==> config.mk <==
export PLATFORM = sky130hd
export DESIGN_NAME = ext_sensor_irq_logging
export DESIGN_NICKNAME = d
export VERILOG_FILES = /design/src/ext_irq_pkg.sv /design/src/sensor_edge_sync.sv /design/src/ext_sensor_irq_logging.sv
export SDC_FILE = /design/constraint.sdc
export NUM_CORES = 1
export LEC_CHECK = 0
export BUFFER_PORTS_ARGS = -buffer_cell sky130_fd_sc_hd__buf_2
export CAP_MARGIN = 20
export CORE_MARGIN = 2
export CORE_UTILIZATION = 39
export CTS_BUF_LIST = sky130_fd_sc_hd__clkbuf_8 sky130_fd_sc_hd__clkbuf_16
export CTS_CLUSTER_DIAMETER = 80
export DETAILED_ROUTE_END_ITERATION = 8
export GPL_TIMING_DRIVEN = 0
export PLACE_DENSITY = 0.65
export SLEW_MARGIN = 20
export SYNTH_ARGS = -nofsm -noshare
export SYNTH_HDL_FRONTEND = slang
export SYNTH_SLANG_ARGS = --single-unit
export TNS_END_PERCENT = 5
==> constraint.sdc <==
create_clock -name ref_clk_i -period 14.39 [get_ports ref_clk_i]
set_clock_uncertainty 0.15 [all_clocks]
set_input_delay 2.878 -clock ref_clk_i [delete_from_list [all_inputs] [get_ports ref_clk_i]]
set_output_delay 2.878 -clock ref_clk_i [all_outputs]
set_load 0.02 [all_outputs]
==> src/ext_irq_pkg.sv <==
// constants, field layouts and carriers for the external sensor irq logger
// assumes a single 20 MHz clock and a plain byte-addressed register port
package ext_irq_pkg;

   // ************************************
   // register byte offsets
   // ************************************
   localparam logic [7:0] ADDR_CTRL = 8'h00;
   localparam logic [7:0] ADDR_CAL_LO = 8'h04;
   localparam logic [7:0] ADDR_CAL_HI = 8'h08;
   localparam logic [7:0] ADDR_STATUS = 8'h0c;
   localparam logic [7:0] ADDR_STAMP = 8'h10;
   localparam logic [7:0] ADDR_RTC = 8'h14;
   localparam logic [7:0] ADDR_INTERVAL = 8'h18;

   // ************************************
   // control register fields
   // ************************************
   localparam int CTRL_FMT_LSB = 0;     // logging format [2:0]
   localparam int CTRL_BOTH_BIT = 3;    // irq plus timer together
   localparam int CTRL_SEL_LSB = 4;     // logged sensor select [1:0]
   localparam int CTRL_TIMER_BIT = 6;   // interval logging enable
   localparam logic [6:0] CTRL_RST = 7'h00;
   localparam int STAT_CLR_BIT = 0;     // write one clears pending

   // logging format codes that arm the comparators
   localparam logic [2:0] FMT_IRQ_ONE = 3'h5;
   localparam logic [2:0] FMT_IRQ_TWO = 3'h6;
   localparam logic [2:0] FMT_IRQ_BOTH = 3'h7;

   // logged sensor select codes
   localparam logic [1:0] SEL_TRIGGER = 2'h0;

   // threshold in percent of battery voltage per level code
   localparam logic [7:0] PCT_LVL0 = 8'h19;  // 25 percent
   localparam logic [7:0] PCT_LVL1 = 8'h08;  // 8 percent
   localparam logic [7:0] PCT_LVL2 = 8'h23;  // 35 percent
   localparam logic [7:0] PCT_LVL3 = 8'h2b;  // 43 percent

   // ************************************
   // timing
   // ************************************
   localparam int CLK_HZ = 20_000_000;
   localparam int RTC_TICK_S = 1;
   localparam int TICK_CYCLES = CLK_HZ * RTC_TICK_S;
   localparam logic [15:0] INTERVAL_RST = 16'h0001;

   // ************************************
   // calibration field, high word first
   // ************************************
   typedef struct packed {
      logic [7:0] pad;
      logic [1:0] rfu;
      logic exc_res;
      logic [3:0] bandgap_tc_trim;
      logic [6:0] temp_offset_trim;
      logic [4:0] sys_osc_trim;
      logic [1:0] irq_level;
      logic [1:0] high_cell_reset_level;
      logic sensor_supply_switch;
      logic [7:0] rtc_osc_trim;
      logic [4:0] main_ref_trim;
      logic [1:0] low_cell_reset_level;
      logic gnd_ref_select;
      logic [2:0] high_ref_coarse_trim;
      logic [4:0] high_ref_fine_trim;
      logic [2:0] low_ref_coarse_trim;
      logic [4:0] low_ref_fine_trim;
   } cal_t;

   // only the reference-ground select is set after reset
   localparam logic [63:0] CAL_RST = 64'h0000_0000_0001_0000;
   // pad and reserved bits stay zero
   localparam logic [31:0] CAL_HI_WMASK = 32'h003f_ffff;

   // one logged record
   typedef struct packed {
      logic [31:0] stamp;
      logic [1:0] sensors;
      logic [1:0] irq_src;
      logic timer_cause;
   } log_rec_t;

endpackage

==> src/sensor_edge_sync.sv <==
// three-stage synchroniser with agreement filter and rising-edge pulse
// assumes the comparator output is asynchronous to ref_clk_i
`timescale 1ns/1ps
`default_nettype none
module sensor_edge_sync
(
   input wire logic ref_clk_i,   // system clock
   input wire logic rst_i,       // async reset, high
   input wire logic async_i,     // comparator output
   output logic level_o,         // filtered level
   output logic rise_o           // one-cycle crossing pulse
);

   logic meta;
   logic stage2;
   logic stage3;
   logic level;

   // the first stage feeds only the second
   always_ff @(posedge ref_clk_i or posedge rst_i)
   begin
      if (rst_i)
      begin
         meta <= 1'b0;
         stage2 <= 1'b0;
         stage3 <= 1'b0;
      end
      else
      begin
         meta <= async_i;
         stage2 <= meta;
         stage3 <= stage2;
      end
   end

   // a change counts once stages two and three agree
   always_ff @(posedge ref_clk_i or posedge rst_i)
   begin
      if (rst_i)
         level <= 1'b0;
      else if (stage2 == stage3)
         level <= stage3;
   end

   assign level_o = level;
   assign rise_o = (stage2 == stage3) & stage3 & ~level;

endmodule
`default_nettype wire

==> src/ext_sensor_irq_logging.sv <==
// external sensor interrupt logger with calibration field and rtc stamp
// assumes comparators outside, one 20 MHz clock, plain register port
//
// What this block does
// [RULE1] crossing raises wake request and logs stamp
// [RULE2] three-bit logging format selects irq mode
// [RULE3] format 101 arms sensor input one only
// [RULE4] format 110 arms sensor input two only
// [RULE5] format 111 arms both sensor inputs
// [RULE6] software picks which sensor gets logged
// [RULE7] one level selector shared by both inputs
// [RULE8] level codes map to 25/8/35/43 percent
// [RULE9] calibration field of trims, software modifiable
// [RULE10] reference-ground select defaults to one
// [RULE11] supply switch feeds battery to excitation
// [RULE12] software leaves factory trims untouched
// [RULE13] prepare flag lets irq and timer coexist
// [RULE14] synchronised edge gives one record per crossing
//
// Added by the designer: the address map and the address-and-strobe port.
`timescale 1ns/1ps
`default_nettype none
module ext_sensor_irq_logging
#(
   parameter int TICK_CYCLES = ext_irq_pkg::TICK_CYCLES,  // clocks per rtc second
   parameter int RTC_W = 32                               // rtc counter width
)
(
   input wire logic ref_clk_i,                  // 20 MHz clock
   input wire logic rst_i,                      // async reset, high
   input wire logic [7:0] addr_i,               // register byte address
   input wire logic [31:0] wdata_i,             // write data
   input wire logic wr_i,                       // write strobe
   input wire logic rd_i,                       // read strobe
   output logic [31:0] rdata_o,                 // read data, next cycle
   input wire logic cmp_one_i,                  // comparator, input one
   input wire logic cmp_two_i,                  // comparator, input two
   output logic irq_req_o,                      // wake request pulse
   output logic log_valid_o,                    // record strobe
   output ext_irq_pkg::log_rec_t log_rec_o,     // logged record
   output ext_irq_pkg::cal_t cal_o,             // calibration to analog
   output logic [7:0] thresh_pct_o,             // active threshold percent
   output logic exc_supply_o,                   // battery onto excitation
   output logic gnd_ref_o                       // low reference to ground
);

   // ************************************
   // elaboration checks
   // ************************************
   // a one-cycle second leaves the tick counter without any bits
   generate
      if (TICK_CYCLES < 2)
      begin : g_bad_tick
         $error("TICK_CYCLES must be at least 2");
      end
      if (RTC_W < 1 || RTC_W > 32)
      begin : g_bad_rtc
         $error("RTC_W must lie in 1..32");
      end
   endgenerate

   // tick counter width; the last count wraps back to zero
   localparam int TW = $clog2(TICK_CYCLES);
   localparam logic [TW-1:0] TICK_LAST = TW'(TICK_CYCLES - 1);

   // ************************************
   // register state
   // ************************************
   // software-visible state first, then counters and outputs
   logic [6:0] ctrl;
   logic [63:0] cal_bits;
   logic [15:0] interval;
   logic pending;
   logic [7:0] evt_cnt [2];
   logic [TW-1:0] tick_cnt;
   logic [RTC_W-1:0] rtc;
   logic [15:0] ival_cnt;
   logic irq_req;
   logic log_valid;
   ext_irq_pkg::log_rec_t log_rec;
   logic [31:0] rdata;

   // ************************************
   // register decode
   // ************************************
   // exact address match; unmapped offsets write nothing
   wire wr_ctrl = wr_i & (addr_i == ext_irq_pkg::ADDR_CTRL);
   wire wr_cal_lo = wr_i & (addr_i == ext_irq_pkg::ADDR_CAL_LO);
   wire wr_cal_hi = wr_i & (addr_i == ext_irq_pkg::ADDR_CAL_HI);
   wire wr_status = wr_i & (addr_i == ext_irq_pkg::ADDR_STATUS);
   wire wr_interval = wr_i & (addr_i == ext_irq_pkg::ADDR_INTERVAL);
   wire clr_pending = wr_status & wdata_i[ext_irq_pkg::STAT_CLR_BIT];

   // control fields split out by position
   wire [2:0] log_fmt = ctrl[ext_irq_pkg::CTRL_FMT_LSB +: 3];
   wire both_en = ctrl[ext_irq_pkg::CTRL_BOTH_BIT];
   wire [1:0] log_sel = ctrl[ext_irq_pkg::CTRL_SEL_LSB +: 2];
   wire timer_en = ctrl[ext_irq_pkg::CTRL_TIMER_BIT];
   // typed view of the field for the analog side
   ext_irq_pkg::cal_t cal;
   assign cal = ext_irq_pkg::cal_t'(cal_bits);

   // control register, written by the set-log-format path
   // [RULE2] format field stored
   always_ff @(posedge ref_clk_i or posedge rst_i)
   begin
      if (rst_i)
         ctrl <= ext_irq_pkg::CTRL_RST;
      else if (wr_ctrl)
         ctrl <= wdata_i[6:0];
   end

   // calibration field, two words; pad and reserved bits never stick
   // [RULE9] trims held writable
   // [RULE10] ground select resets set
   always_ff @(posedge ref_clk_i or posedge rst_i)
   begin
      if (rst_i)
         cal_bits <= ext_irq_pkg::CAL_RST;
      else if (wr_cal_lo)
         cal_bits[31:0] <= wdata_i;
      else if (wr_cal_hi)
         cal_bits[63:32] <= wdata_i & ext_irq_pkg::CAL_HI_WMASK;
   end

   // timer interval in rtc seconds; zero behaves as every second
   always_ff @(posedge ref_clk_i or posedge rst_i)
   begin
      if (rst_i)
         interval <= ext_irq_pkg::INTERVAL_RST;
      else if (wr_interval)
         interval <= wdata_i[15:0];
   end

   // ************************************
   // comparator inputs
   // ************************************
   // bit 0 is sensor input one, bit 1 sensor input two
   wire [1:0] cmp_async = {cmp_two_i, cmp_one_i};
   logic [1:0] cmp_level;
   logic [1:0] cmp_rise;

   // [RULE14] synchronise, edge detect
   generate
      for (genvar i = 0; i < 2; i++)
      begin : g_sync
         sensor_edge_sync u_sync
         (
            .ref_clk_i(ref_clk_i),
            .rst_i(rst_i),
            .async_i(cmp_async[i]),
            .level_o(cmp_level[i]),
            .rise_o(cmp_rise[i])
         );
      end
   endgenerate

   // arming mask from the logging format; other codes arm nothing
   // a stray code must never wake the system
   // [RULE3] input one only
   // [RULE4] input two only
   // [RULE5] either input
   wire [1:0] arm_mask =
      (log_fmt == ext_irq_pkg::FMT_IRQ_ONE) ? 2'h1 :
      (log_fmt == ext_irq_pkg::FMT_IRQ_TWO) ? 2'h2 :
      (log_fmt == ext_irq_pkg::FMT_IRQ_BOTH) ? 2'h3 : 2'h0;
   wire irq_mode = (arm_mask != 2'h0);
   wire [1:0] irq_hit = cmp_rise & arm_mask;
   wire any_hit = |irq_hit;

   // ************************************
   // threshold level to analog
   // ************************************
   // [RULE7] single shared selector
   // [RULE8] code to percent
   wire [7:0] pct_sel =
      (cal.irq_level == 2'h0) ? ext_irq_pkg::PCT_LVL0 :
      (cal.irq_level == 2'h1) ? ext_irq_pkg::PCT_LVL1 :
      (cal.irq_level == 2'h2) ? ext_irq_pkg::PCT_LVL2 : ext_irq_pkg::PCT_LVL3;

   // registered so the analog threshold moves on a clean edge
   always_ff @(posedge ref_clk_i or posedge rst_i)
   begin
      if (rst_i)
         thresh_pct_o <= ext_irq_pkg::PCT_LVL0;
      else
         thresh_pct_o <= pct_sel;
   end

   // ************************************
   // real-time clock and interval timer
   // ************************************
   // a one-cycle enable; no second clock exists
   wire sec_tick = (tick_cnt == TICK_LAST);

   // one-second enable from the reference clock
   always_ff @(posedge ref_clk_i or posedge rst_i)
   begin
      if (rst_i)
         tick_cnt <= '0;
      else if (sec_tick)
         tick_cnt <= '0;
      else
         tick_cnt <= tick_cnt + TW'(1);
   end

   // seconds counter; wraps silently at full width
   always_ff @(posedge ref_clk_i or posedge rst_i)
   begin
      if (rst_i)
         rtc <= '0;
      else if (sec_tick)
         rtc <= rtc + RTC_W'(1);
   end

   // irq formats suppress interval logging unless the prepare flag allows both
   // [RULE13] parallel irq and timer
   wire timer_allowed = timer_en & (~irq_mode | both_en);
   wire ival_due = ({1'b0, ival_cnt} + 17'h00001) >= {1'b0, interval};
   wire timer_fire = sec_tick & timer_allowed & ival_due;

   // whole seconds; restarts whenever the timer is held off
   always_ff @(posedge ref_clk_i or posedge rst_i)
   begin
      if (rst_i)
         ival_cnt <= '0;
      else if (~timer_allowed)
         ival_cnt <= '0;
      else if (sec_tick)
         ival_cnt <= ival_due ? 16'h0000 : ival_cnt + 16'h0001;
   end

   // ************************************
   // wake request and record
   // ************************************
   // registered pulse, one cycle per accepted crossing
   // [RULE1] wake on crossing
   always_ff @(posedge ref_clk_i or posedge rst_i)
   begin
      if (rst_i)
         irq_req <= 1'b0;
      else
         irq_req <= any_hit;
   end

   // logged sensors: the triggering input, or the software choice
   // a timer-only record under trigger select names both inputs
   // [RULE6] selectable logged sensor
   wire [1:0] trig_sensors = any_hit ? irq_hit : 2'h3;
   wire [1:0] next_sensors = (log_sel == ext_irq_pkg::SEL_TRIGGER) ? trig_sensors : log_sel;
   wire rec_fire = any_hit | timer_fire;

   // a coincident timer tick folds into the same record
   // [RULE1] stamp with rtc
   always_ff @(posedge ref_clk_i or posedge rst_i)
   begin
      if (rst_i)
      begin
         log_valid <= 1'b0;
         log_rec <= '0;
      end
      else
      begin
         log_valid <= rec_fire;
         if (rec_fire)
         begin
            log_rec.stamp <= 32'(rtc);
            log_rec.sensors <= next_sensors;
            log_rec.irq_src <= irq_hit;
            log_rec.timer_cause <= timer_fire;
         end
      end
   end

   // ************************************
   // status
   // ************************************
   // a new record in the clearing cycle keeps the flag set
   always_ff @(posedge ref_clk_i or posedge rst_i)
   begin
      if (rst_i)
         pending <= 1'b0;
      else if (rec_fire)
         pending <= 1'b1;
      else if (clr_pending)
         pending <= 1'b0;
   end

   // per-input event counters, wrapping, for pulse counting
   // [RULE14] one count per crossing
   generate
      for (genvar i = 0; i < 2; i++)
      begin : g_cnt
         always_ff @(posedge ref_clk_i or posedge rst_i)
         begin
            if (rst_i)
               evt_cnt[i] <= 8'h00;
            else if (irq_hit[i])
               evt_cnt[i] <= evt_cnt[i] + 8'h01;
         end
      end
   endgenerate

   // ************************************
   // read path
   // ************************************
   // counts, filtered levels, last source, pending flag
   wire [31:0] status_word = {8'h00, evt_cnt[1], evt_cnt[0], 3'h0, cmp_level, log_rec.irq_src,
                              pending};
   // a gap in the map reads as zero rather than aliasing
   wire [31:0] rd_mux =
      (addr_i == ext_irq_pkg::ADDR_CTRL) ? {25'h0, ctrl} :
      (addr_i == ext_irq_pkg::ADDR_CAL_LO) ? cal_bits[31:0] :
      (addr_i == ext_irq_pkg::ADDR_CAL_HI) ? cal_bits[63:32] :
      (addr_i == ext_irq_pkg::ADDR_STATUS) ? status_word :
      (addr_i == ext_irq_pkg::ADDR_STAMP) ? log_rec.stamp :
      (addr_i == ext_irq_pkg::ADDR_RTC) ? 32'(rtc) :
      (addr_i == ext_irq_pkg::ADDR_INTERVAL) ? {16'h0, interval} : 32'h0000_0000;

   // data valid only in the cycle after the strobe, zero otherwise
   always_ff @(posedge ref_clk_i or posedge rst_i)
   begin
      if (rst_i)
         rdata <= 32'h0000_0000;
      else
         rdata <= rd_i ? rd_mux : 32'h0000_0000;
   end

   // ************************************
   // outputs
   // ************************************
   // calibration bits leave unregistered, straight from the field
   // [RULE11] supply switch drives excitation
   assign exc_supply_o = cal.sensor_supply_switch;
   // [RULE10] ground select to converter
   assign gnd_ref_o = cal.gnd_ref_select;
   assign cal_o = cal;
   assign irq_req_o = irq_req;
   assign log_valid_o = log_valid;
   assign log_rec_o = log_rec;
   assign rdata_o = rdata;

endmodule
`default_nettype wire

; ---- After elaboration in Yosys (flattened, before gate mapping)
; Cells that the tools add are included.
[classes]
muxes = 22
n_reduce_logical = 7
n_lt_le_gt_ge = 1
n_addsub = 6
eq_ne = 15
bitwise_logic = 20
[op_table]
columns = op, count
row1 = 32-bit 2-to-1 mux, 7
row2 = 16-bit 2-to-1 mux, 4
row3 = "32-bit by 1-bit adder with 32-bit output, second input constant", 1
row4 = "25-bit by 1-bit adder with 25-bit output, second input constant", 1
row5 = "25-bit equality test, second input constant", 1
row6 = 25-bit 2-to-1 mux, 1
row7 = "8-bit by 5-bit equality test with 1-bit output, second input constant", 3
row8 = "16-bit by 1-bit adder with 17-bit output, second input constant", 1
row9 = 17-bit by 16-bit >= comparator with 1-bit output, 1
row10 = "16-bit by 1-bit adder with 16-bit output, second input constant", 1
row11 = "8-bit by 1-bit adder with 8-bit output, second input constant", 2
row12 = "8-bit by 4-bit equality test with 1-bit output, second input constant", 2
row13 = 1-bit bitwise AND, 13
row14 = 6-bit 2-to-1 mux, 2
row15 = 2-bit 2-to-1 mux, 5
row16 = "3-bit equality test, second input constant", 3
row17 = "8-bit by 3-bit equality test with 1-bit output, second input constant", 1
row18 = 8-bit logical NOT, 1
row19 = 2-bit logical NOT, 2
row20 = 4-bit 2-to-1 mux, 1
row21 = 1-bit inverter, 4
row22 = 2-bit nonzero test, 2
row23 = 2-bit bitwise AND, 1
row24 = 1-bit equality test, 2
row25 = 7 further kinds, 9
[word_totals]
word_cells = 97
input_bits = 46
output_inout_bits = 145
register_bits = 252

; ---- Depth between registers and ports, before layout
; Gate-level depths: netlist of the first run.
[logic_depth]
depth_word = 12
depth_mapped = 16
depth_no_buf = 15

; ---- By module
; From an unflattened synthesis of the first run, not the netlist that was laid out.
[unflattened]
hier_cells = 977
area_unflattened_um2 = 11800.1
[by_module_without_submodules]
columns = module, area_each_um2, instances, cells_per_inst
row1 = ext_sensor_irq_logging, 11524.8, 1, 961
row2 = sensor_edge_sync, 137.6, 2, 8

; ---- Worst setup path before layout of the first run
; OpenSTA, ideal clock, no wires.
[synth_path]
path_type = in2reg
startpoint = input addr_i[1]
endpoint = register interval[15]
setup_ns = 0.125
setup_slack_ns = 9.441
path_stages = 8
arrival_time_ns = 4.675
path_cell_list = or4_1 > nor2_1 > nand2_1 > buf_2 > nor2_2 > nand2_1 > buf_2 > mux2_2
[synth_between]
elab_chain_len = 2
[synth_lines]
columns = element, line
row1 = "start, declared", ext_sensor_irq_logging.sv:31  ; input wire logic [7:0] addr_i,
row2 = 8-bit by 5-bit equality test with 1-bit output, ext_sensor_irq_logging.sv:91  ; wire wr_interval = wr_i & (addr_i == ext_irq_pkg::ADDR_INTERVAL);
row3 = 1-bit bitwise AND, ext_sensor_irq_logging.sv:91
row4 = "end signal, assigned", ext_sensor_irq_logging.sv:130  ; interval <= ext_irq_pkg::INTERVAL_RST;
row5 = "end signal, assigned", ext_sensor_irq_logging.sv:132  ; interval <= wdata_i[15:0];
row6 = "end, declared", ext_sensor_irq_logging.sv:72  ; logic [15:0] interval;
; No other way between the ends.
; A chain may end at the register's enable or synchronous reset.

; ---- Worst setup path in the final report of the first run
[layout_path]
startpoint = input addr_i[1]
endpoint = register rdata[6] (netlist: rdata_o[6])
[layout_between]
elab_chain_len = 9
elab_cells_between_ends = 15
cone_classes = 6 x eq/ne / 8 x mux / 1 x reduce/logical
[layout_lines]
columns = element, line
row1 = 8-bit by 5-bit equality test with 1-bit output, ext_sensor_irq_logging.sv:318  ; (addr_i == ext_irq_pkg::ADDR_INTERVAL) ? {16'h0, interval} : 32'h0000_0000;
row2 = 16-bit 2-to-1 mux, ext_sensor_irq_logging.sv:318
row3 = 32-bit 2-to-1 mux, ext_sensor_irq_logging.sv:317  ; (addr_i == ext_irq_pkg::ADDR_RTC) ? 32'(rtc) :
row4 = 32-bit 2-to-1 mux, ext_sensor_irq_logging.sv:316  ; (addr_i == ext_irq_pkg::ADDR_STAMP) ? log_rec.stamp :
row5 = 32-bit 2-to-1 mux, ext_sensor_irq_logging.sv:315  ; (addr_i == ext_irq_pkg::ADDR_STATUS) ? status_word :
row6 = 32-bit 2-to-1 mux, ext_sensor_irq_logging.sv:314  ; (addr_i == ext_irq_pkg::ADDR_CAL_HI) ? cal_bits[63:32] :
row7 = 32-bit 2-to-1 mux, ext_sensor_irq_logging.sv:313  ; (addr_i == ext_irq_pkg::ADDR_CAL_LO) ? cal_bits[31:0] :
row8 = 32-bit 2-to-1 mux (*), ext_sensor_irq_logging.sv:312  ; (addr_i == ext_irq_pkg::ADDR_CTRL) ? {25'h0, ctrl} :
row9 = 32-bit 2-to-1 mux (*), ext_sensor_irq_logging.sv:326  ; rdata <= rd_i ? rd_mux : 32'h0000_0000;
row10 = "end signal, assigned", ext_sensor_irq_logging.sv:326
row11 = "end, declared", ext_sensor_irq_logging.sv:81  ; logic [31:0] rdata;
; Every way passes the cells marked *; elsewhere a longest branch is shown, timed or not.

==> metrics.yaml, run 1 <==
status:
  status: "complete, no violations"
sta:
  max_slew_margin: 0.3759
  tightest_slew_ns: 0.9361
  final_hold_viol_count: 0
  fmax_mhz: 186.5
  tns_ns: 0
  final-setup-viol-count: 0
  hold_slack_ns: 0.1994
  period_needed_ns: 5.363
  finalCritPeriodShare: 0.3727
  finalMaxSlewViolations: 0
  rsz0062_at_grt: "no"
setup_path:
  regToRegSetupSlack_ns: 10.08
  cp.required_ns: 14.64
  rr_endpoint: "log_rec_o[7]"
  timing.rr.start: "ival_cnt[0]"
  cp_max_fo: 10
  cp.arrival_ns: 5.61
  cp-end-kind: "flip-flop"
  critPathKind: "in2reg"
  start_kind: "input pin"
  rr_worst_depth: 16
synthesis:
  synth_seq_area_share: 0.5293
  synth-simple-area-share: 0.1331
  synth_top_area_frac: 0.5182
  synthTopCellsByCount: "245 x dfrtp_1, 106 x mux2_2, 81 x nand2_1"
  netlist_area_sq_um: 11830
  synth_compound_area_frac: 0.06789
  synthFlopType: "dfrtp_1"
  yosys_warnings: 0
  synth_top_family_by_area: "multiplexers"
  synthAdderAreaFrac: 0.02432
  synthTopCellsByArea: "dfrtp_1 52%, mux2_2 10%, xnor2_1 3.9%"
  post_synth_num_cell_types: 66
  synth-seq-cells: 250
  synth_xor_area_frac: 0.05774
  syn_area_per_cell_sq_um: 11.66
  synth.most_common_cell: "dfrtp_1"
  yosys.area.top_type: "dfrtp_1"
  synth_edf_count: 0
  syn_inst: 1015
  async_reset_ff_frac: 1.000
  synth_mux_area_frac: 0.1507
die:
  die_w_um: 178.2
  core_sq_um: 29720
  io_pins: 191
  row_count: 63
  start_util: 0.3981
  design.die.area_sq_um: 31750
  die_y_um: 178.2
global_route:
  grt_max_degree: 105
  grt_use_total: 0.2018
  grt_pass1_wl_um: 49640
  antenna_found_initial: 1
  grt_remaining_overflow: 0
  grt_pass1_vias: 8769
pwr:
  p_per_area_nw_per_um2: 111.1
  ir_drop_v: 0.00008783
  p_leak_nw: 7.271
  power_w: 0.001591
drt:
  wl_um: 31680
  vias_per_cell: 5.291
  ant_nets: 0
  dr.first_iter.drc_count: 689
  vias: 8709
  drc_errors: 0
  first_pass_iters: 5
  wl_per_cell_um: 19.25
placement:
  place_congestion: 0.8650
  port_buffers: 176
  dpl.hpwl_um: 22760
clock_tree:
  clk_path_buf_depth: 3
  clk_pin_slew_worst_paths_ns: 0.06
  cts_resized: 0
  cts_hold_buf: 0
  cts_root_buf: "clkbuf_16"
  cts.sinks: 250
  tritoncts.num_buffers: 28
  clock_latency_ns: 0.58
  cts_htree_levels: 1
  tritoncts: "built"
  post-cts-setup-buffers: 0
worst_hold_path:
  min_from: "g_sync[0].u_sync.meta"
  worstHoldPathType: "reg2reg"
  hold_end: "g_sync[0].u_sync.stage2"
  whs_path_depth: 0
final_layout:
  drive_gt1_frac: 0.3182
  fin_nets: 1304
  syn2layout_area_growth_pct: 20.96
job:
  cap_violations: 0
-- where the power goes --
group / switching [W] / internal [W]
logic: 0.0000641 / 0.0000350
registers: 0.0000117 / 0.000717
clock network: 0.000301 / 0.000462
-- logic make-up (layout without fill, tap and decap cells) --
| kind of cell | count (synthesis) | in the layout |
|---|---|---|
| simple gates | 309 | 309 |
| flops | 250 | 250 |
| mux | 154 | 154 |
| compound gates | 117 | 117 |
| buf+inv | 83 | 310 |
| xor+xnor | 78 | 78 |
| fa+ha+maj | 23 | 23 |
| other cells | 1 | 15 |
-- final cells by class --
| type | instances | area, sq um |
|---|---|---|
| inverter | 25 | 108.9 |
| tap | 390 | 488.0 |
| fill | 2722 | 15410 |
| multi-input combinational | 694 | 5186 |
| sequential | 250 | 6262 |
| timing repair buffer | 178 | 935.9 |
| antenna | 2 | 5.005 |
| clock inverter | 14 | 196.4 |
| buffer | 58 | 331.6 |
| clock buffer | 35 | 797.0 |
-- worst max-delay path: stages --
cell and delay, ns:
buf_2 0.09, or4_1 0.55, nor3_1 0.39, and2_1 0.19, buf_2 0.29, buf_1 0.53, a22oi_1 0.14, a21boi_0 0.55
-- per-layer routing --
layer / track usage / routed length [um] / vias up
li1: - / - / 4006
met1: 0.2917 / 14660 / 4356
met2: 0.3131 / 14230 / 295
met3: 0.03303 / 2018 / 52
met4: 0.05827 / 773 / 0
met5: 0 / 0 / -
-- sequential cells by signal (all words and copies together), names as in the netlist --
register	count
irq_req_o	1
pending	1
cal_o	54
ival_cnt	16
interval	16
g_sync.u_sync.stage3	2
evt_cnt	16
rtc	32
ctrl	7
tick_cnt	25
log_rec_o	37
g_sync.u_sync.level_o	2
log_valid_o	1
g_sync.u_sync.stage2	2
thresh_pct_o	4
rdata_o	32
g_sync.u_sync.meta	2
-- cells in the final DEF (no fill, tap or decap), types with 16 or more instances in the layout --
cell type and n:
mux2i_1 21, nand2_1 81, and3_1 16, xnor2_1 53, clkbuf_1 21, ha_1 23
dfrtp_1 245, buf_4 16, mux2_4 20, nand3_1 43, nor2_1 80, buf_2 184
inv_1 25, xor2_1 25, clkbuf_16 28, a22oi_1 21, a21oi_1 35, nand4_1 20
mux2_2 106
-- through the flow --
| step | setup WS [ns] | utilization | cells | instance area [sq um] |
|---|---|---|---|---|
| after floorplan | 4.499 | - | 1027 | 11880 |
| after global placement | 1.572 | 0.4457 | 1593 | 13250 |
| after detailed placement | 8.516 | 0.4478 | 1595 | 13310 |
| after CTS | 9.116 | 0.4812 | 1644 | 14300 |
| after global routing | 8.915 | 0.4815 | 1645 | 14310 |
| final | 9.027 | 0.4816 | 1646 | 14310 |
-- how the worst max path moves through the flow --
| stage | start | to | slack (ns) | depth (start not counted) |
|---|---|---|---|---|
| floorplan | rst_i | cal_o[0] | 4.50 | 1 |
| global placement | rst_i | cal_o[45] | 1.57 | 2 |
| detailed placement | addr_i[1] | rdata_o[6] | 8.52 | 8 |
| CTS | addr_i[1] | rdata_o[6] | 9.12 | 8 |
| global route | addr_i[1] | rdata_o[6] | 8.92 | 8 |
| finish | addr_i[1] | rdata_o[6] | 9.03 | 8 |
(Power assumes the default switching activity.)
==> run 2, diff against run 1 <==
- clock period: 14.39 -> 5.3 ns (I/O delays scaled with it)
==> metrics.yaml, run 2 (synthesized netlist as in run 1, its figures left out) <==
status:
  status: "complete, no violations"  # unchanged
clock_tree:
  tritoncts.num_buffers: 28  # unchanged
  tritoncts: "built"  # unchanged
  cts_htree_levels: 1  # unchanged
  post-cts-setup-buffers: 0  # unchanged
  clk_path_buf_depth: 3  # unchanged
  cts.sinks: 250  # unchanged
  clock_latency_ns: 0.57  # was 0.58 ns
  cts_hold_buf: 0  # unchanged
  clk_pin_slew_worst_paths_ns: 0.06  # about the same
  cts_root_buf: "clkbuf_16"  # unchanged
  cts_resized: 0  # unchanged
drt:
  first_pass_iters: 5  # unchanged
  vias_per_cell: 5.226  # was 5.291
  drc_errors: 0  # unchanged
  wl_per_cell_um: 19.19  # was 19.25 um
  ant_nets: 0  # unchanged
  vias: 8649  # was 8709
  dr.first_iter.drc_count: 612  # was 689
  wl_um: 31760  # was 31680 um
global_route:
  grt_use_total: 0.2007  # was 0.2018
  grt_pass1_vias: 8614  # was 8769
  grt_pass1_wl_um: 49210  # was 49640 um
  antenna_found_initial: 0  # was 1
  grt_max_degree: 33  # was 105
  grt_remaining_overflow: 0  # unchanged
pwr:
  p_leak_nw: 7.333  # was 7.271 nW
  comb_power_share: 0.067  # was 0.062
  power_w: 0.004227  # was 0.001591 W
  p_clk_frac: 0.465  # was 0.480
  ir_drop_v: 0.0001990  # was 0.00008783 V
  switching_power_w: 0.001006  # was 0.0003767 W
  p_int_w: 0.003221  # was 0.001214 W
  p_per_area_nw_per_um2: 293.2  # was 111.1 nW/um^2
  pwr-share-seq: 0.468  # was 0.458
  switching_share: 0.2380  # was 0.2368
setup_path:
  cp.required_ns: 5.56  # was 14.64 ns
  regToRegSetupSlack_ns: 1.02  # was 10.08 ns
  cp.arrival_ns: 4.54  # was 5.61 ns
  worst-path-buf-inv: 2  # was 3
  cp_max_fo: 10  # unchanged
  path_cells: "ha_1, nand2_1, nor2_1, and3_1, xor2_1, ha_1, a211oi_1, o21bai_1, a21o_1, a2111o_1, o211a_4, nor2_4, inv_8, buf_8, mux2_1"  # was buf_2, or4_1, nor3_1, and2_1, buf_2, buf_1, a22oi_1, a21boi_0
  critPathSlowestCell: "dfrtp_1"  # was or4_1
  critPathMostFrequentCell: "ha_1"  # was buf_2
  start_kind: "flip-flop"  # was input pin
  cpPeakStageDelay_ns: 0.46  # was 0.55 ns
  cp-endpoint: "log_rec_o[7]"  # was rdata_o[6]
  rr_worst_depth: 15  # was 16
  rr_endpoint: "log_rec_o[7]"  # unchanged
  crit_family: "compound AO/OA/AOI/OAI gates"  # was simple AND/OR/NAND/NOR gates
  cp-end-kind: "flip-flop"  # unchanged
  timing.rr.start: "ival_cnt[0]"  # unchanged
  setup.worst_path.start: "ival_cnt[0]"  # was addr_i[1]
  cp.depth: 15  # was 8
  critPathKind: "reg2reg"  # was in2reg
placement:
  numPlacedInstances: 1603  # was 1595
  dpl.hpwl_um: 23440  # was 22760 um
  port_buffers: 176  # unchanged
  place_congestion: 0.8667  # was 0.8650
die:
  design.die.area_sq_um: 31750  # unchanged
  die_w_um: 178.2  # unchanged
  die_y_um: 178.2  # unchanged
  row_count: 63  # unchanged
  start_util: 0.3981  # unchanged
  io_pins: 191  # unchanged
  core_sq_um: 29720  # unchanged
sta:
  finalCritPeriodShare: 0.8069
  final-setup-viol-count: 0  # unchanged
  final_hold_viol_count: 0  # unchanged
  max_slew_margin: 0.3592  # was 0.3759
  period_needed_ns: 4.277
  finalMaxSlewViolations: 0  # unchanged
  tightest_slew_ns: 0.9612  # was 0.9361 ns
  rsz0062_at_grt: "no"  # unchanged
  fmax_mhz: 233.8
final_layout:
  fin_nets: 1312  # was 1304
  final_cell_mix: "245 x dfrtp_1, 185 x buf_2, 106 x mux2_2"  # was 245 x dfrtp_1, 184 x buf_2, 106 x mux2_2
  final_cells: 1655  # was 1646
  fill_cells: 2703  # was 2722
  syn2layout_area_growth_pct: 21.84  # was 20.96%
  final_common_cell: "dfrtp_1"  # unchanged
  insertedDiodeCount: 0  # was 2
  drive_gt1_frac: 0.3233  # was 0.3182
  largest_register_ff_count: 54  # unchanged
job:
  cap_violations: 0  # unchanged
worst_hold_path:
  worstHoldPathType: "reg2reg"  # unchanged
-- run 2: power by group through the flow --
stage	clock, W	combinational (W)	sequential (W)
4_1_cts	0.00201	0.000283	0.00198
3_5_place_dp	0	0.000282	0.00201
3_3_place_gp	0	0.000261	0.00201
5_1_grt	0.00209	0.000307	0.00198
2_1_floorplan	0	0.000141	0.00203
6_report	0.00197	0.000281	0.00198
-- run 2: cell type report --
class / count / area, sq um / share of cell area
Sequential cell: 250 / 6262 / 0.4344
Multi-Input combinational cell: 694 / 5181 / 0.3594
Inverter: 25 / 105.1 / 0.007291
Clock inverter: 13 / 113.9 / 0.007899
Buffer: 58 / 331.6 / 0.02300
Tap cell: 390 / 488.0 / 0.03385
Timing Repair Buffer: 186 / 1081 / 0.07499
Clock buffer: 39 / 852.1 / 0.05911
-- run 2: through the flow --
| step | setup TNS, ns | hold slack, ns | utilization | area [sq um] | setup WS, ns |
|---|---|---|---|---|---|
| 6_report | 0 | 0.1933 | 0.4851 | 14420 | 1.023 |
| 5_1_grt | 0 | 0.2194 | 0.4851 | 14420 | 0.7862 |
| 4_1_cts | 0 | 0.1954 | 0.4851 | 14420 | 1.066 |
| 3_5_place_dp | 0 | 0.1847 | 0.4526 | 13450 | 1.082 |
| 3_3_place_gp | -197.18 | 0.1837 | 0.4458 | 13250 | -0.8326 |
| 2_1_floorplan | 0 | 0.1812 | - | 11880 | 0.8064 |
-- run 2: how the worst min path moves through the flow --
stage | start | slack (ns) | endpoint | depth (start not counted)
CTS | g_sync[1].u_sync.meta | 0.20 | g_sync[1].u_sync.stage2 | 0
global placement | g_sync[1].u_sync.meta | 0.18 | g_sync[1].u_sync.stage2 | 0
floorplan | g_sync[0].u_sync.meta | 0.18 | g_sync[0].u_sync.stage2 | 0
global route | g_sync[1].u_sync.meta | 0.22 | g_sync[1].u_sync.stage2 | 0
finish | g_sync[1].u_sync.meta | 0.19 | g_sync[1].u_sync.stage2 | 0
detailed placement | g_sync[1].u_sync.meta | 0.18 | g_sync[1].u_sync.stage2 | 0
-- run 2: per-layer routing --
metal / GRT usage / routed length (um) / share of wire / up-vias
li1: - / - / - / 4001
met1: 0.2825 / 14360 / 0.45 / 4340
met2: 0.3186 / 14560 / 0.46 / 272
met3: 0.04369 / 2310 / 0.073 / 36
met4: 0.04438 / 527 / 0.017 / 0
met5: 0 / 0 / 0 / -
==> run 3, diff against run 2 <==
- PLACE_DENSITY: 0.65 -> 0.67
- clock period: 5.3 -> 3.5 ns (I/O delays scaled with it)
==> metrics.yaml, run 3 (synthesized netlist as in run 1, its figures left out) <==
pwr:
  p_leak_nw: 7.542  # was 7.333 nW
  ir_drop_v: 0.0003351  # was 0.0001990 V
  p_per_area_nw_per_um2: 442.9  # was 293.2 nW/um^2
clock_tree:
  cts_htree_levels: 1  # unchanged
  cts_root_buf: "clkbuf_16"  # unchanged
  clk_pin_slew_worst_paths_ns: 0.06  # about the same
  tritoncts.num_buffers: 29  # was 28
  clk_path_buf_depth: 3  # unchanged
  cts.sinks: 250  # unchanged
  tritoncts: "built"  # unchanged
  cts_hold_buf: 0  # unchanged
  clock_latency_ns: 0.56  # was 0.57 ns
drt:
  dr.first_iter.drc_count: 627  # was 612
  wl_um: 33130  # was 31760 um
  vias_per_cell: 5.292  # was 5.226
  ant_nets: 0  # unchanged
  vias: 8911  # was 8649
  drc_errors: 0  # unchanged
  wl_per_cell_um: 19.67  # was 19.19 um
  first_pass_iters: 5  # unchanged
die:
  row_count: 63  # unchanged
  core_sq_um: 29720  # unchanged
  io_pins: 191  # unchanged
  start_util: 0.3981  # unchanged
  die_y_um: 178.2  # unchanged
  die_w_um: 178.2  # unchanged
  design.die.area_sq_um: 31750  # unchanged
job:
  cap_violations: 0  # unchanged
final_layout:
  fin_nets: 1339  # was 1312
  syn2layout_area_growth_pct: 26.20  # was 21.84%
  final_cell_mix: "241 x dfrtp_1, 184 x buf_2, 106 x mux2_2"  # was 245 x dfrtp_1, 185 x buf_2, 106 x mux2_2
  largest_register_ff_count: 54  # unchanged
  drive_gt1_frac: 0.3689  # was 0.3233
  multiInputGateArea_sq_um: 5413  # was 5181 sq um
  fill_cells: 2604  # was 2703
  layout.area.seq_sq_um: 6267  # was 6262 sq um
  final_common_cell: "dfrtp_1"  # unchanged
  final_cells: 1684  # was 1655
setup_path:
  cpPeakStageDelay_ns: 0.44  # was 0.46 ns
  critPathSlowestCell: "dfrtp_1"  # unchanged
  cp.required_ns: 3.78  # was 5.56 ns
  critPathKind: "reg2reg"  # unchanged
  regToRegSetupSlack_ns: -0.10  # was 1.02 ns
  timing.rr.start: "ival_cnt[0]"  # unchanged
  crit_family: "compound AO/OA/AOI/OAI gates"  # unchanged
  path_cells: "ha_4, nand2_4, nor2_4, and3_4, nand3_4, xnor2_2, ha_1, o21ai_2, o21bai_1, a21o_1, a2111o_1, o211a_4, nor2_4, inv_8, clkbuf_16, mux2_4"  # was ha_1, nand2_1, nor2_1, and3_1, xor2_1, ha_1, a211oi_1, o21bai_1, a21o_1, a2111o_1, o211a_4, nor2_4, inv_8, buf_8, mux2_1
  cp.arrival_ns: 3.88  # was 4.54 ns
  start_kind: "flip-flop"  # unchanged
  cp_max_fo: 6  # was 10
  cp-end-kind: "flip-flop"  # unchanged
  rr_worst_depth: 16  # was 15
  worst-path-buf-inv: 2  # unchanged
  critPathMostFrequentCell: "nor2_4"  # was ha_1
  rr_endpoint: "log_rec_o[10]"  # was log_rec_o[7]
global_route:
  grt_use_total: 0.2074  # was 0.2007
  grt_most_used_layer: "met2"  # unchanged
  grt_max_degree: 34  # was 33
  met1_usage: 0.2835  # was 0.2825
  antenna_found_initial: 1  # was 0
  grt_remaining_overflow: 0  # unchanged
  use_met2: 0.3406  # was 0.3186
  gr-usage-met3: 0.04113  # was 0.04369
  grt_pass1_wl_um: 50850  # was 49210 um
  grt_pass1_vias: 8881  # was 8614
sta:
  max_slew_margin: 0.3401  # was 0.3592
  worst_slack_ns: -0.1000  # was 1.023 ns
  hold_slack_ns: 0.01384  # was 0.1933 ns
  rsz0062_at_grt: "yes"  # was no
  final-setup-viol-count: 33  # was 0
  tns_ns: -2.295  # was 0 ns
  fmax_mhz: 277.8  # was 233.8 MHz
  period_needed_ns: 3.600  # was 4.277 ns
  finalCritPeriodShare: 1.029  # was 0.8069
  final_hold_viol_count: 0  # unchanged
  tightest_slew_ns: 0.9898  # was 0.9612 ns
  finalMaxSlewViolations: 0  # unchanged
status:
  status: "complete, but fails checks"  # was complete, no violations
  violations: "negative setup slack"
placement:
  port_buffers: 176  # unchanged
  dpl.hpwl_um: 23660  # was 23440 um
  place_congestion: 0.8307  # was 0.8667
  numPlacedInstances: 1602  # was 1603
  dp_worst_setup_slack_ns: -0.7832  # was 1.082 ns
worst_hold_path:
  worstHoldPathType: "in2async"  # was reg2reg
[run 3: how the worst max path moves through the flow]
stage / from / end / slack (ns) / depth (start not counted)
finish: ival_cnt[0] / log_rec_o[10] / -0.10 / 16
global route: ival_cnt[0] / log_rec_o[10] / -0.24 / 16
CTS: ival_cnt[1] / log_rec_o[11] / -0.13 / 15
detailed placement: ival_cnt[2] / log_rec_o[10] / -0.78 / 15
global placement: rst_i / rdata_o[26] / -2.23 / 2
floorplan: rst_i / cal_o[0] / -0.63 / 1
[run 3: final cells by class]
| cell class | instances | area share |
|---|---|---|
| Clock buffer | 36 | 0.05506 |
| Antenna cell | 1 | 0.0001676 |
| Sequential cell | 250 | 0.4198 |
| Clock inverter | 18 | 0.01291 |
| Inverter | 25 | 0.007039 |
| Multi-Input combinational cell | 694 | 0.3625 |
| Buffer | 56 | 0.02204 |
| Tap cell | 390 | 0.03268 |
| Timing Repair Buffer | 214 | 0.08782 |
[run 3: through the flow]
stage                     utilization  area (sq um)  total power, W
after floorplan                     -         11880        0.003289
after global placement         0.4458         13250        0.003439
after detailed placement       0.4526         13450        0.003473
after CTS                      0.4960         14740        0.006656
after global routing           0.5023         14930        0.006844
final                          0.5024         14930        0.006612
[run 3: power by group]
part | leakage, nW | switching [W] | total (W) | internal (W)
Clock | 0.506 | 0.00127 | 0.00316 | 0.00189
Sequential | 3.42 | 0.0000472 | 0.00299 | 0.00295
Combinational | 3.62 | 0.000278 | 0.000456 | 0.000178
[run 3: timing repair]
item,CTS,global route
cloned,0,1
resized for setup,30,20
setup buffers,18,10
setup endpoints to repair,55,54
pin swaps,17,16
[run 3: per-layer routing]
| metal | routed length, um | vias to the layer above |
|---|---|---|
| met5 | 0 | - |
| met4 | 733 | 0 |
| met3 | 2153 | 46 |
| met2 | 15750 | 301 |
| met1 | 14490 | 4496 |
| li1 | - | 4068 |
